File: config.mk
export PLATFORM = sky130hd
export DESIGN_NAME = serial_command_frame_interpreter
export DESIGN_NICKNAME = d
export VERILOG_FILES = /design/src/hdl/cmd_pkg.sv /design/src/hdl/reply_serializer.sv /design/src/hdl/serial_command_frame_interpreter.sv
export SDC_FILE = /design/constraint.sdc
export NUM_CORES = 1
export LEC_CHECK = 0
export BUFFER_PORTS_ARGS = -buffer_cell sky130_fd_sc_hd__clkbuf_2
export CORE_MARGIN = 5
export CORE_UTILIZATION = 55
export CTS_CLUSTER_DIAMETER = 50
export DETAILED_ROUTE_END_ITERATION = 16
export PLACE_DENSITY = 0.84
export SLEW_MARGIN = 40
export SYNTH_ARGS = -nofsm -noshare
export SYNTH_HDL_FRONTEND = slang
export SYNTH_SLANG_ARGS = --single-unit
File: constraint.sdc
create_clock -name clk -period 12.87 [get_ports clk]
set_input_delay 0.6435 -clock clk [delete_from_list [all_inputs] [get_ports clk]]
set_output_delay 0.6435 -clock clk [all_outputs]
set_load 0.01 [all_outputs]
File: src/hdl/cmd_pkg.sv
/*
 * Shared constants and types for the command frame interpreter.
 * Assumes a 50 MHz clock and byte-wide, same-clock link logic.
 */
package cmd_pkg;

    // ****************************************************************
    // Timing
    // ****************************************************************
    localparam int CLK_MHZ      = 50;
    localparam int IDLE_TIME_US = 5000;
    localparam int IDLE_CYCLES  = IDLE_TIME_US * CLK_MHZ;

    // ****************************************************************
    // Frame geometry
    // ****************************************************************
    localparam logic [3:0] SER_LAST_IDX = 4'h8;
    localparam logic [3:0] CAN_LAST_IDX = 4'h6;
    localparam logic [3:0] SER_REPLY_LEN = 4'h9;
    localparam logic [3:0] CAN_REPLY_LEN = 4'h7;

    // ****************************************************************
    // Instructions, setting numbers and status codes
    // ****************************************************************
    localparam logic [7:0] INSTR_SET_AXIS = 8'h05;
    localparam logic [7:0] INSTR_GET_AXIS = 8'h06;
    localparam logic [7:0] SET_MAX_SPEED  = 8'h04;
    localparam logic [7:0] SET_MAX_ACCEL  = 8'h05;
    localparam logic [7:0] SET_RUN_CUR    = 8'h06;
    localparam logic [7:0] SET_STBY_CUR   = 8'h07;
    localparam logic [7:0] AXIS_ZERO      = 8'h00;
    localparam logic [7:0] STAT_OK        = 8'h64;
    localparam logic [7:0] STAT_BAD_SUM   = 8'h01;
    localparam logic [7:0] STAT_BAD_INSTR = 8'h02;
    localparam logic [7:0] STAT_BAD_TYPE  = 8'h03;
    localparam logic [7:0] STAT_BAD_VALUE = 8'h04;

    // ****************************************************************
    // Setting limits and reset values
    // ****************************************************************
    localparam logic [31:0] RAMP_MIN    = 32'h0000_0001;
    localparam logic [31:0] RAMP_MAX    = 32'h0000_07ff;
    localparam logic [31:0] CURRENT_MAX = 32'h0000_00ff;
    localparam logic [10:0] RST_MAX_SPEED = 11'h0c8;
    localparam logic [10:0] RST_MAX_ACCEL = 11'h064;
    localparam logic [7:0]  RST_RUN_CUR   = 8'h80;
    localparam logic [7:0]  RST_STBY_CUR  = 8'h20;

    // ****************************************************************
    // Types
    // ****************************************************************
    typedef struct packed {
        logic [7:0]  instr;
        logic [7:0]  typ;
        logic [7:0]  sel;
        logic [31:0] value;
    } cmd_t;

    typedef struct packed {
        logic [7:0]  status;
        logic [7:0]  instr;
        logic [31:0] value;
    } reply_t;

    typedef struct packed {
        logic [10:0] max_speed;
        logic [10:0] max_accel;
        logic [7:0]  run_current;
        logic [7:0]  standby_current;
    } settings_t;

    typedef enum logic [1:0] {
        S_RECV  = 2'b00,
        S_EXEC  = 2'b01,
        S_REPLY = 2'b11
    } fsm_t;

endpackage

File: src/hdl/reply_serializer.sv
/*
 * Reply byte serializer: frames one reply and hands it out byte by byte.
 * Assumes a start pulse only while idle and a same-clock transmitter.
 */
`timescale 1ns/10ps
module reply_serializer
    import cmd_pkg::*;
(
    input  wire logic            clk,
    input  wire logic            arst_n,
    input  wire logic            ce,
    input  wire logic            start,
    input  wire logic            can_mode,
    input  wire logic [7:0]      reply_addr,
    input  wire logic [7:0]      node_addr,
    input  wire cmd_pkg::reply_t reply,
    input  wire logic            tx_ready,
    output logic                 tx_valid,
    output logic [7:0]           tx_data,
    output logic                 tx_last,
    output logic                 tx_drive,
    output logic                 done
);
    logic [71:0] buf_reg;
    logic [3:0]  left_reg;
    logic        valid_reg;
    logic        last_reg;
    logic        done_reg;
    logic [71:0] image;
    logic        take;

    function automatic logic [7:0] sum8(input logic [63:0] b);
        logic [7:0] s;
        s = 8'h00;
        for (int i = 0; i < 8; i++) begin
            s = s + b[i*8 +: 8];
        end
        return s;
    endfunction

    // ****************************************************************
    // Reply image
    // ****************************************************************
    always_comb begin
        if (can_mode) begin
            image = {node_addr, reply, 16'h0000};
        end else begin
            image = {reply_addr, node_addr, reply, 8'h00};
            image[7:0] = sum8(image[71:8]);
        end
    end

    assign take = valid_reg && tx_ready;

    // ****************************************************************
    // Shifter
    // ****************************************************************
    always_ff @(posedge clk or negedge arst_n) begin
        if (!arst_n) begin
            buf_reg   <= '0;
            left_reg  <= 4'h0;
            valid_reg <= 1'b0;
            last_reg  <= 1'b0;
            done_reg  <= 1'b0;
        end else if (ce) begin
            done_reg <= 1'b0;
            if (start) begin
                buf_reg   <= image;
                left_reg  <= can_mode ? CAN_REPLY_LEN : SER_REPLY_LEN;
                valid_reg <= 1'b1;
                last_reg  <= 1'b0;
            end else if (take) begin
                buf_reg  <= {buf_reg[63:0], 8'h00};
                left_reg <= left_reg - 4'h1;
                last_reg <= (left_reg == 4'h3) ? 1'b0 : (left_reg == 4'h2);
                if (last_reg) begin
                    valid_reg <= 1'b0;
                    done_reg  <= 1'b1;
                end
            end
        end
    end

    assign tx_valid = valid_reg;
    assign tx_drive = valid_reg;
    assign tx_data  = buf_reg[71:64];
    assign tx_last  = last_reg;
    assign done     = done_reg;
endmodule

File: src/hdl/serial_command_frame_interpreter.sv
/*
 * Command frame interpreter: assembles host frames, checks them, runs the
 * axis-setting commands and answers once per command.
 * Assumes rx bytes, program commands and tx handshake come from logic on clk.
 */
// Behaviour
// - A command is seven bytes: instruction, type, selector, four value bytes.
// - Serial and USB frames add a leading address and trailing checksum.
// - Byte order: address, instruction, type, selector, value MSB first, checksum.
// - Checksum is the 8-bit sum of all earlier frame bytes; device checks it.
// - CAN frames carry no address byte and no checksum byte.
// - Over CAN the message identifier decides whether the command is ours.
// - All actions of a command complete before its reply goes out.
// - Device listens except while replying; never transmits unsolicited.
// - The same commands are accepted from the host and the stored program.
// - Setting 6 holds running current, 0 to 255, 255 is full current.
// - Setting 7 holds standstill current, 0 to 255, 255 is full current.
// - Setting 4 holds peak positioning speed, readable, writable, at most 2047.
// - Setting 5 holds acceleration limit, same range, also velocity-mode ramp.
// - Set-setting: type is setting number, selector the axis, value the data.
// - Serial reply: reply address, node, status, instruction, value, checksum.
// - Status 100 ok, 1 checksum, 2 instruction, 3 type, 4 value.
// - CAN reply drops address and checksum, identifier is the reply address (code sends can_node_id).
`timescale 1ns/10ps
module serial_command_frame_interpreter
    import cmd_pkg::*;
#(
    parameter int IDLE_LIMIT = cmd_pkg::IDLE_CYCLES
)
(
    input  wire logic               clk,
    input  wire logic               arst_n,
    input  wire logic               ce,
    input  wire logic               can_mode,
    input  wire logic [7:0]         node_addr,
    input  wire logic [7:0]         reply_addr,
    input  wire logic [10:0]        can_node_id,
    input  wire logic               link_reset,
    input  wire logic               rx_valid,
    input  wire logic [7:0]         rx_data,
    input  wire logic [10:0]        rx_can_id,
    input  wire logic               prog_valid,
    input  wire cmd_pkg::cmd_t      prog_cmd,
    output logic                    prog_ready,
    output logic                    prog_done,
    output cmd_pkg::reply_t         prog_reply,
    input  wire logic               tx_ready,
    output logic                    tx_valid,
    output logic [7:0]              tx_data,
    output logic                    tx_last,
    output logic                    tx_drive,
    output logic [10:0]             tx_can_id,
    output cmd_pkg::settings_t      settings
);
    import cmd_pkg::*;

    fsm_t        state_reg;
    fsm_t        state_next;
    cmd_t        frame_reg;
    logic [3:0]  cnt_reg;
    logic [7:0]  sum_reg;
    logic        mine_reg;
    logic        bad_sum_reg;
    logic        host_reg;
    logic [31:0] idle_reg;
    logic        fire;
    logic        take_prog;
    logic        take_byte;
    logic        is_addr;
    logic        is_sum;
    logic        is_last;
    logic        abort;
    logic        ser_done;
    logic        ser_start;
    reply_t      result;
    logic        wr_ok;
    logic        prog_ready_reg;
    logic        prog_done_reg;
    reply_t      prog_reply_reg;
    settings_t   set_reg;
    logic [10:0] can_id_reg;

    // ****************************************************************
    // Frame assembly
    // ****************************************************************
    assign take_byte = rx_valid && (state_reg == S_RECV) && !take_prog;
    assign take_prog = prog_valid && prog_ready_reg;
    assign is_addr   = !can_mode && (cnt_reg == 4'h0);
    assign is_sum    = !can_mode && (cnt_reg == SER_LAST_IDX);
    assign is_last   = (cnt_reg == (can_mode ? CAN_LAST_IDX : SER_LAST_IDX));
    assign abort     = link_reset || (idle_reg == 32'(IDLE_LIMIT - 1));
    assign fire      = take_byte && is_last && !abort;

    always_ff @(posedge clk or negedge arst_n) begin
        if (!arst_n) begin
            cnt_reg <= 4'h0;
        end else if (ce) begin
            if (abort) begin
                cnt_reg <= 4'h0;
            end else if (take_byte) begin
                cnt_reg <= is_last ? 4'h0 : cnt_reg + 4'h1;
            end
        end
    end

    always_ff @(posedge clk or negedge arst_n) begin
        if (!arst_n) begin
            idle_reg <= '0;
        end else if (ce) begin
            if (take_byte || cnt_reg == 4'h0 || abort) begin
                idle_reg <= '0;
            end else begin
                idle_reg <= idle_reg + 32'h1;
            end
        end
    end

    always_ff @(posedge clk or negedge arst_n) begin
        if (!arst_n) begin
            frame_reg <= '0;
            sum_reg   <= 8'h00;
            mine_reg  <= 1'b0;
        end else if (ce) begin
            if (take_prog) begin
                frame_reg <= prog_cmd;
            end else if (take_byte && !abort) begin
                if (is_addr) begin
                    mine_reg <= (rx_data == node_addr);
                    sum_reg  <= rx_data;
                end else if (!is_sum) begin
                    frame_reg <= {frame_reg[47:0], rx_data};
                    sum_reg   <= sum_reg + rx_data;
                    if (can_mode && cnt_reg == 4'h0) begin
                        mine_reg <= (rx_can_id == can_node_id);
                    end
                end
            end
        end
    end

    always_ff @(posedge clk or negedge arst_n) begin
        if (!arst_n) begin
            bad_sum_reg <= 1'b0;
            host_reg    <= 1'b0;
        end else if (ce) begin
            if (take_prog) begin
                bad_sum_reg <= 1'b0;
                host_reg    <= 1'b0;
            end else if (fire) begin
                bad_sum_reg <= !can_mode && (rx_data != sum_reg);
                host_reg    <= 1'b1;
            end
        end
    end

    // ****************************************************************
    // Sequencer
    // ****************************************************************
    always_comb begin
        state_next = state_reg;
        unique case (state_reg)
            S_RECV: begin
                if (take_prog || (fire && mine_reg)) begin
                    state_next = S_EXEC;
                end
            end
            S_EXEC: begin
                state_next = host_reg ? S_REPLY : S_RECV;
            end
            S_REPLY: begin
                if (ser_done) begin
                    state_next = S_RECV;
                end
            end
        endcase
    end

    always_ff @(posedge clk or negedge arst_n) begin
        if (!arst_n) begin
            state_reg <= S_RECV;
        end else if (ce) begin
            state_reg <= state_next;
        end
    end

    // The CAN check uses the id sampled with the first byte, so a mid-frame
    // last byte is qualified by that earlier decision as well.

    // ****************************************************************
    // Command execution
    // ****************************************************************
    always_comb begin
        result = '{status: STAT_OK, instr: frame_reg.instr, value: frame_reg.value};
        wr_ok  = 1'b0;
        if (bad_sum_reg) begin
            result.status = STAT_BAD_SUM;
        end else if (frame_reg.instr == INSTR_SET_AXIS) begin
            unique case (frame_reg.typ)
                SET_MAX_SPEED, SET_MAX_ACCEL: begin
                    wr_ok = (frame_reg.value >= RAMP_MIN)
                         && (frame_reg.value <= RAMP_MAX);
                end
                SET_RUN_CUR, SET_STBY_CUR: begin
                    wr_ok = (frame_reg.value <= CURRENT_MAX);
                end
                default: begin
                    result.status = STAT_BAD_TYPE;
                end
            endcase
            if (result.status == STAT_OK && (!wr_ok || frame_reg.sel != AXIS_ZERO)) begin
                wr_ok         = 1'b0;
                result.status = STAT_BAD_VALUE;
            end
        end else if (frame_reg.instr == INSTR_GET_AXIS) begin
            result.value = 32'h0;
            unique case (frame_reg.typ)
                SET_MAX_SPEED: result.value[10:0] = set_reg.max_speed;
                SET_MAX_ACCEL: result.value[10:0] = set_reg.max_accel;
                SET_RUN_CUR:   result.value[7:0]  = set_reg.run_current;
                SET_STBY_CUR:  result.value[7:0]  = set_reg.standby_current;
                default:       result.status      = STAT_BAD_TYPE;
            endcase
        end else begin
            result.status = STAT_BAD_INSTR;
        end
    end

    always_ff @(posedge clk or negedge arst_n) begin
        if (!arst_n) begin
            set_reg <= '{RST_MAX_SPEED, RST_MAX_ACCEL, RST_RUN_CUR, RST_STBY_CUR};
        end else if (ce && state_reg == S_EXEC && wr_ok) begin
            unique case (frame_reg.typ)
                SET_MAX_SPEED: set_reg.max_speed       <= frame_reg.value[10:0];
                SET_MAX_ACCEL: set_reg.max_accel       <= frame_reg.value[10:0];
                SET_RUN_CUR:   set_reg.run_current     <= frame_reg.value[7:0];
                SET_STBY_CUR:  set_reg.standby_current <= frame_reg.value[7:0];
                default:       set_reg                 <= set_reg;
            endcase
        end
    end

    // ****************************************************************
    // Program-side handshake
    // ****************************************************************
    always_ff @(posedge clk or negedge arst_n) begin
        if (!arst_n) begin
            prog_ready_reg <= 1'b0;
        end else if (ce) begin
            prog_ready_reg <= (state_reg == S_RECV) && (state_next == S_RECV) && !take_prog
                           && (cnt_reg == 4'h0) && !rx_valid;
        end
    end

    always_ff @(posedge clk or negedge arst_n) begin
        if (!arst_n) begin
            prog_done_reg  <= 1'b0;
            prog_reply_reg <= '0;
        end else if (ce) begin
            prog_done_reg <= (state_reg == S_EXEC) && !host_reg;
            if (state_reg == S_EXEC && !host_reg) begin
                prog_reply_reg <= result;
            end
        end
    end

    // ****************************************************************
    // Reply transmission
    // ****************************************************************
    assign ser_start = ce && (state_reg == S_EXEC) && host_reg;

    always_ff @(posedge clk or negedge arst_n) begin
        if (!arst_n) begin
            can_id_reg <= 11'h000;
        end else if (ce && ser_start) begin
            can_id_reg <= can_node_id;
        end
    end

    reply_serializer u_reply (
        .clk        (clk),
        .arst_n     (arst_n),
        .ce         (ce),
        .start      (ser_start),
        .can_mode   (can_mode),
        .reply_addr (reply_addr),
        .node_addr  (node_addr),
        .reply      (result),
        .tx_ready   (tx_ready),
        .tx_valid   (tx_valid),
        .tx_data    (tx_data),
        .tx_last    (tx_last),
        .tx_drive   (tx_drive),
        .done       (ser_done)
    );

    assign prog_ready = prog_ready_reg;
    assign prog_done  = prog_done_reg;
    assign prog_reply = prog_reply_reg;
    assign tx_can_id  = can_id_reg;
    assign settings   = set_reg;
endmodule

==> impl_metrics.csv <==
group,metric,value,unit
worst_hold_path,hold_depth,2,
route,ant_nets,0,
layout,area_delta_synth_final,16.5,%
sta,tns,0,ns
worst_setup_path,cp_slowest_cell,"nor4_1",
grt,grt_overflow,0,
clocking,cts_sinks,279,
grt,grt_util_met1,41.6,%
synthesis,synth_top_area_share,45.9,%
sta,fin_skew,0.0206,ns
pwr,power,4850,uW
worst_setup_path,arrival,6.26,ns
worst_setup_path,worstReg2RegStart,"frame_reg[54]",
clocking,ctsResizeCount,0,
grt,grt.total_usage,30.0,%
layout,final_nets,1858,
worst_setup_path,critPathMaxStageDelay,0.69,ns
layout,multiInputGateArea,7060,sq um
floorplanning,dieWidth,174,microns
worst_setup_path,cp_max_fo,42,
clocking,cts-root-buf,"clkbuf_16",
layout,fillers,2136,
clocking,cts_hold_buffers,1,
synthesis,synth_area,14800,sq um
placed_design,finalWeightedCongestion,0.938,
worst_setup_path,r2r_setup_slack,6.97,ns
grt,grt_pass1_wl,72100,microns
worst_hold_path,min_from,"rx_valid",
sta,hold_slack,0.354,ns
placed_design,dp_hpwl,32300,microns
synthesis,synth_top_family_by_area,"compound AO/OA/AOI/OAI gates",
sta,finalSetupViolCount,0,
sta,finalCriticalPeriod,5.90,ns
layout,diodes,0,
worst_setup_path,cp-start-kind,"flop",
route,drt-vias-per-instance,6.23,
grt,antenna_found_initial,0,
pwr,p_leak,0.00817,uW
clocking,cts_buffers,34,
route,drt-total-wl,45500,microns
layout,drive_above_1_share,22.0,%
pwr,p_per_area,282,nW/um^2
worst_setup_path,ff2ff_path_depth,19,
synthesis,synth.distinct_cells,64,
worst_setup_path,crit_required,13.23,ns
route,dr.pass1.iters,6,
worst_setup_path,crit_path_end_kind,"flop",
worst_hold_path,hold_class,"in2reg",
worst_setup_path,worst-setup-path-type,"reg2reg",
run_status,outcome,"finished clean",
floorplanning,die_h,174,microns
floorplanning,ioPinCount,220,
sta,fmax,170,MHz
synthesis,synth.most_common_cell,"dfrtp_1",
synthesis,yosys_warnings,0,
synthesis,yosys.area_share.xor_xnor,3.97,%
sta,finalHoldViolCount,0,
sta,final_max_slew_viol_count,0,
clocking,htree_levels,2,
grt,grt_pass1_vias,12700,
synthesis,synth_edf_count,0,
synthesis,async_reset_ff_share,100,%
synthesis,synth.area.top_cells,"dfrtp_1 46%, fa_1 5.1%, nand2_1 4.4%, mux2_2 4.0%, nor2_1 3.7%",
worst_hold_path,hold_end,"prog_ready",
grt,met2_usage,45.9,%
route,vias,12800,
worst_setup_path,rr_endpoint,"u_reply.buf_reg[7]",
grt,grt_use_met3,6.66,%
floorplanning,start_util,55.3,%
layout,post-route-util,64.4,%
sta,fin_crit_sh,45.8,%
floorplanning,dieArea,30200,sq um
synthesis,yosys.area.top_type,"dfrtp_1",
synthesis,synthSimpleGateAreaFrac,14.6,%
placed_design,io_buffers,216,
worst_setup_path,crit_path_frequent_cell,"fa_1",
floorplanning,rows,60,
synthesis,synth_compound_area_share,15.1,%
clocking,post_cts_buffers,0,
synthesis,syn_area_per_cell,9.72,sq um
layout,largest_reg_flops,72,
worst_setup_path,cp_cell_sequence,"nor4_1 > nand4_1 > buf_4 > a21oi_1 > fa_1 > fa_1 > inv_1 > fa_1 > inv_1 > fa_1 > inv_1 > ha_1 > a21o_1 > a21oi_1 > o21bai_1 > a21oi_1 > xnor2_1 > xnor2_1 > o21ai_0",
route,drc,0,
grt,grt-busiest-layer,"met2",
route,drtIter0Drc,1545,
sta,maxSlewHeadroom,44.9,%
synthesis,synth_ff_type,"dfrtp_1",
clocking,cts_buffer_depth,3,
clocking,cts_tree,"built",
sta,worst_slew_pin_slew,0.827,ns
clocking,clk_pin_slew_worst_paths,0.06,ns
synthesis,yosysSeqAreaShare,47.3,%
pwr,irDropWorstVdd,0.316,mV
sta,grt_setup_unrepaired,"false",
synthesis,ys_top_cells_by_count,"271 x dfrtp_1, 173 x nand2_1, 146 x nor2_1, 106 x a21oi_1, 106 x o21ai_0",
synthesis,syn_inst,1520,
layout,seqCellArea,6990,sq um
clocking,clock_insertion_delay_worst_skew,0.52,ns
synthesis,synthAdderAreaFrac,7.09,%
floorplanning,coreArea,26700,sq um
synthesis,ys_ff_latch,279,
synthesis,synth_mux_area_share,6.50,%
route,wire_per_inst,22.2,microns
grt,grt_max_degree,80,
job,drv_cap,0,
## where the power goes
group / switching (uW) / internal, uW
logic: 1340 / 1100
clock network: 385 / 585
registers: 327 / 1120
total: 2050 / 2800
## critical path: cells and delay by family, from the launching register on
kind,cells,cell delay [ns]
DFF,1,0.45
adders and majority gates,5,2.41
xor gates and xnor gates,2,0.30
AOI/OAI and AO/OA,6,1.25
buffers and inverters,4,0.46
and+or+nand+nor,2,0.86
## layer usage
metal  vias to the layer above  part of all wire, %
li1                       5637                    -
met1                      6217                   39
met2                       791                   45
met3                       144                   10
met4                         0                  4.9
met5                         -                    0
## worst max path at each step
stage | endpoint | depth (start not counted) | start
2_1_floorplan | u_reply.buf_reg[7] | 20 | frame_reg[55]
3_5_place_dp | u_reply.buf_reg[7] | 19 | frame_reg[55]
5_1_grt | u_reply.buf_reg[7] | 19 | frame_reg[54]
4_1_cts | u_reply.buf_reg[7] | 19 | frame_reg[54]
3_3_place_gp | u_reply.buf_reg[7] | 19 | frame_reg[55]
6_report | u_reply.buf_reg[7] | 19 | frame_reg[54]
## layout make-up
class / instances / share of cell area (%)
flip-flops and latches: 279 / 40.6
multi-input cells: 1056 / 41.0
well taps: 341 / 2.48
inverters: 80 / 1.74
repair buffers: 236 / 7.53
clock buffers: 44 / 5.69
clock inverters: 16 / 0.988
## through the flow
| step | cell area, sq um | instances | setup WS (ns) |
|---|---|---|---|
| 2_1_floorplan | 14800 | 1522 | 7.57 |
| 3_3_place_gp | 16000 | 1989 | 7.20 |
| 3_5_place_dp | 16100 | 1991 | 7.10 |
| 4_1_cts | 17200 | 2052 | 7.10 |
| 5_1_grt | 17200 | 2052 | 6.67 |
| 6_report | 17200 | 2052 | 6.97 |
## cells in the final DEF, fill, tap and decap left out, types with 34 or more instances in the layout
master and n:
dfrtp_1 271, clkbuf_2 215, nand2_1 172, nor2_1 142
o21ai_0 106, a21oi_1 105, inv_1 80, o22ai_1 56
mux2_2 52, xnor2_1 39, fa_1 38, clkbuf_16 35
a22oi_1 34
## kinds of logic (layout without fill, tap and decap cells)
logic type	count (synthesis)	in the layout
AOI/OAI and AO/OA	373	373
xor gates and xnor gates	67	67
adders and majority gates	61	61
buffers and inverters	187	376
DFF	279	279
muxes	79	79
other	1	3
and+or+nand+nor	473	473
Power figures use the tool's default switching activity.
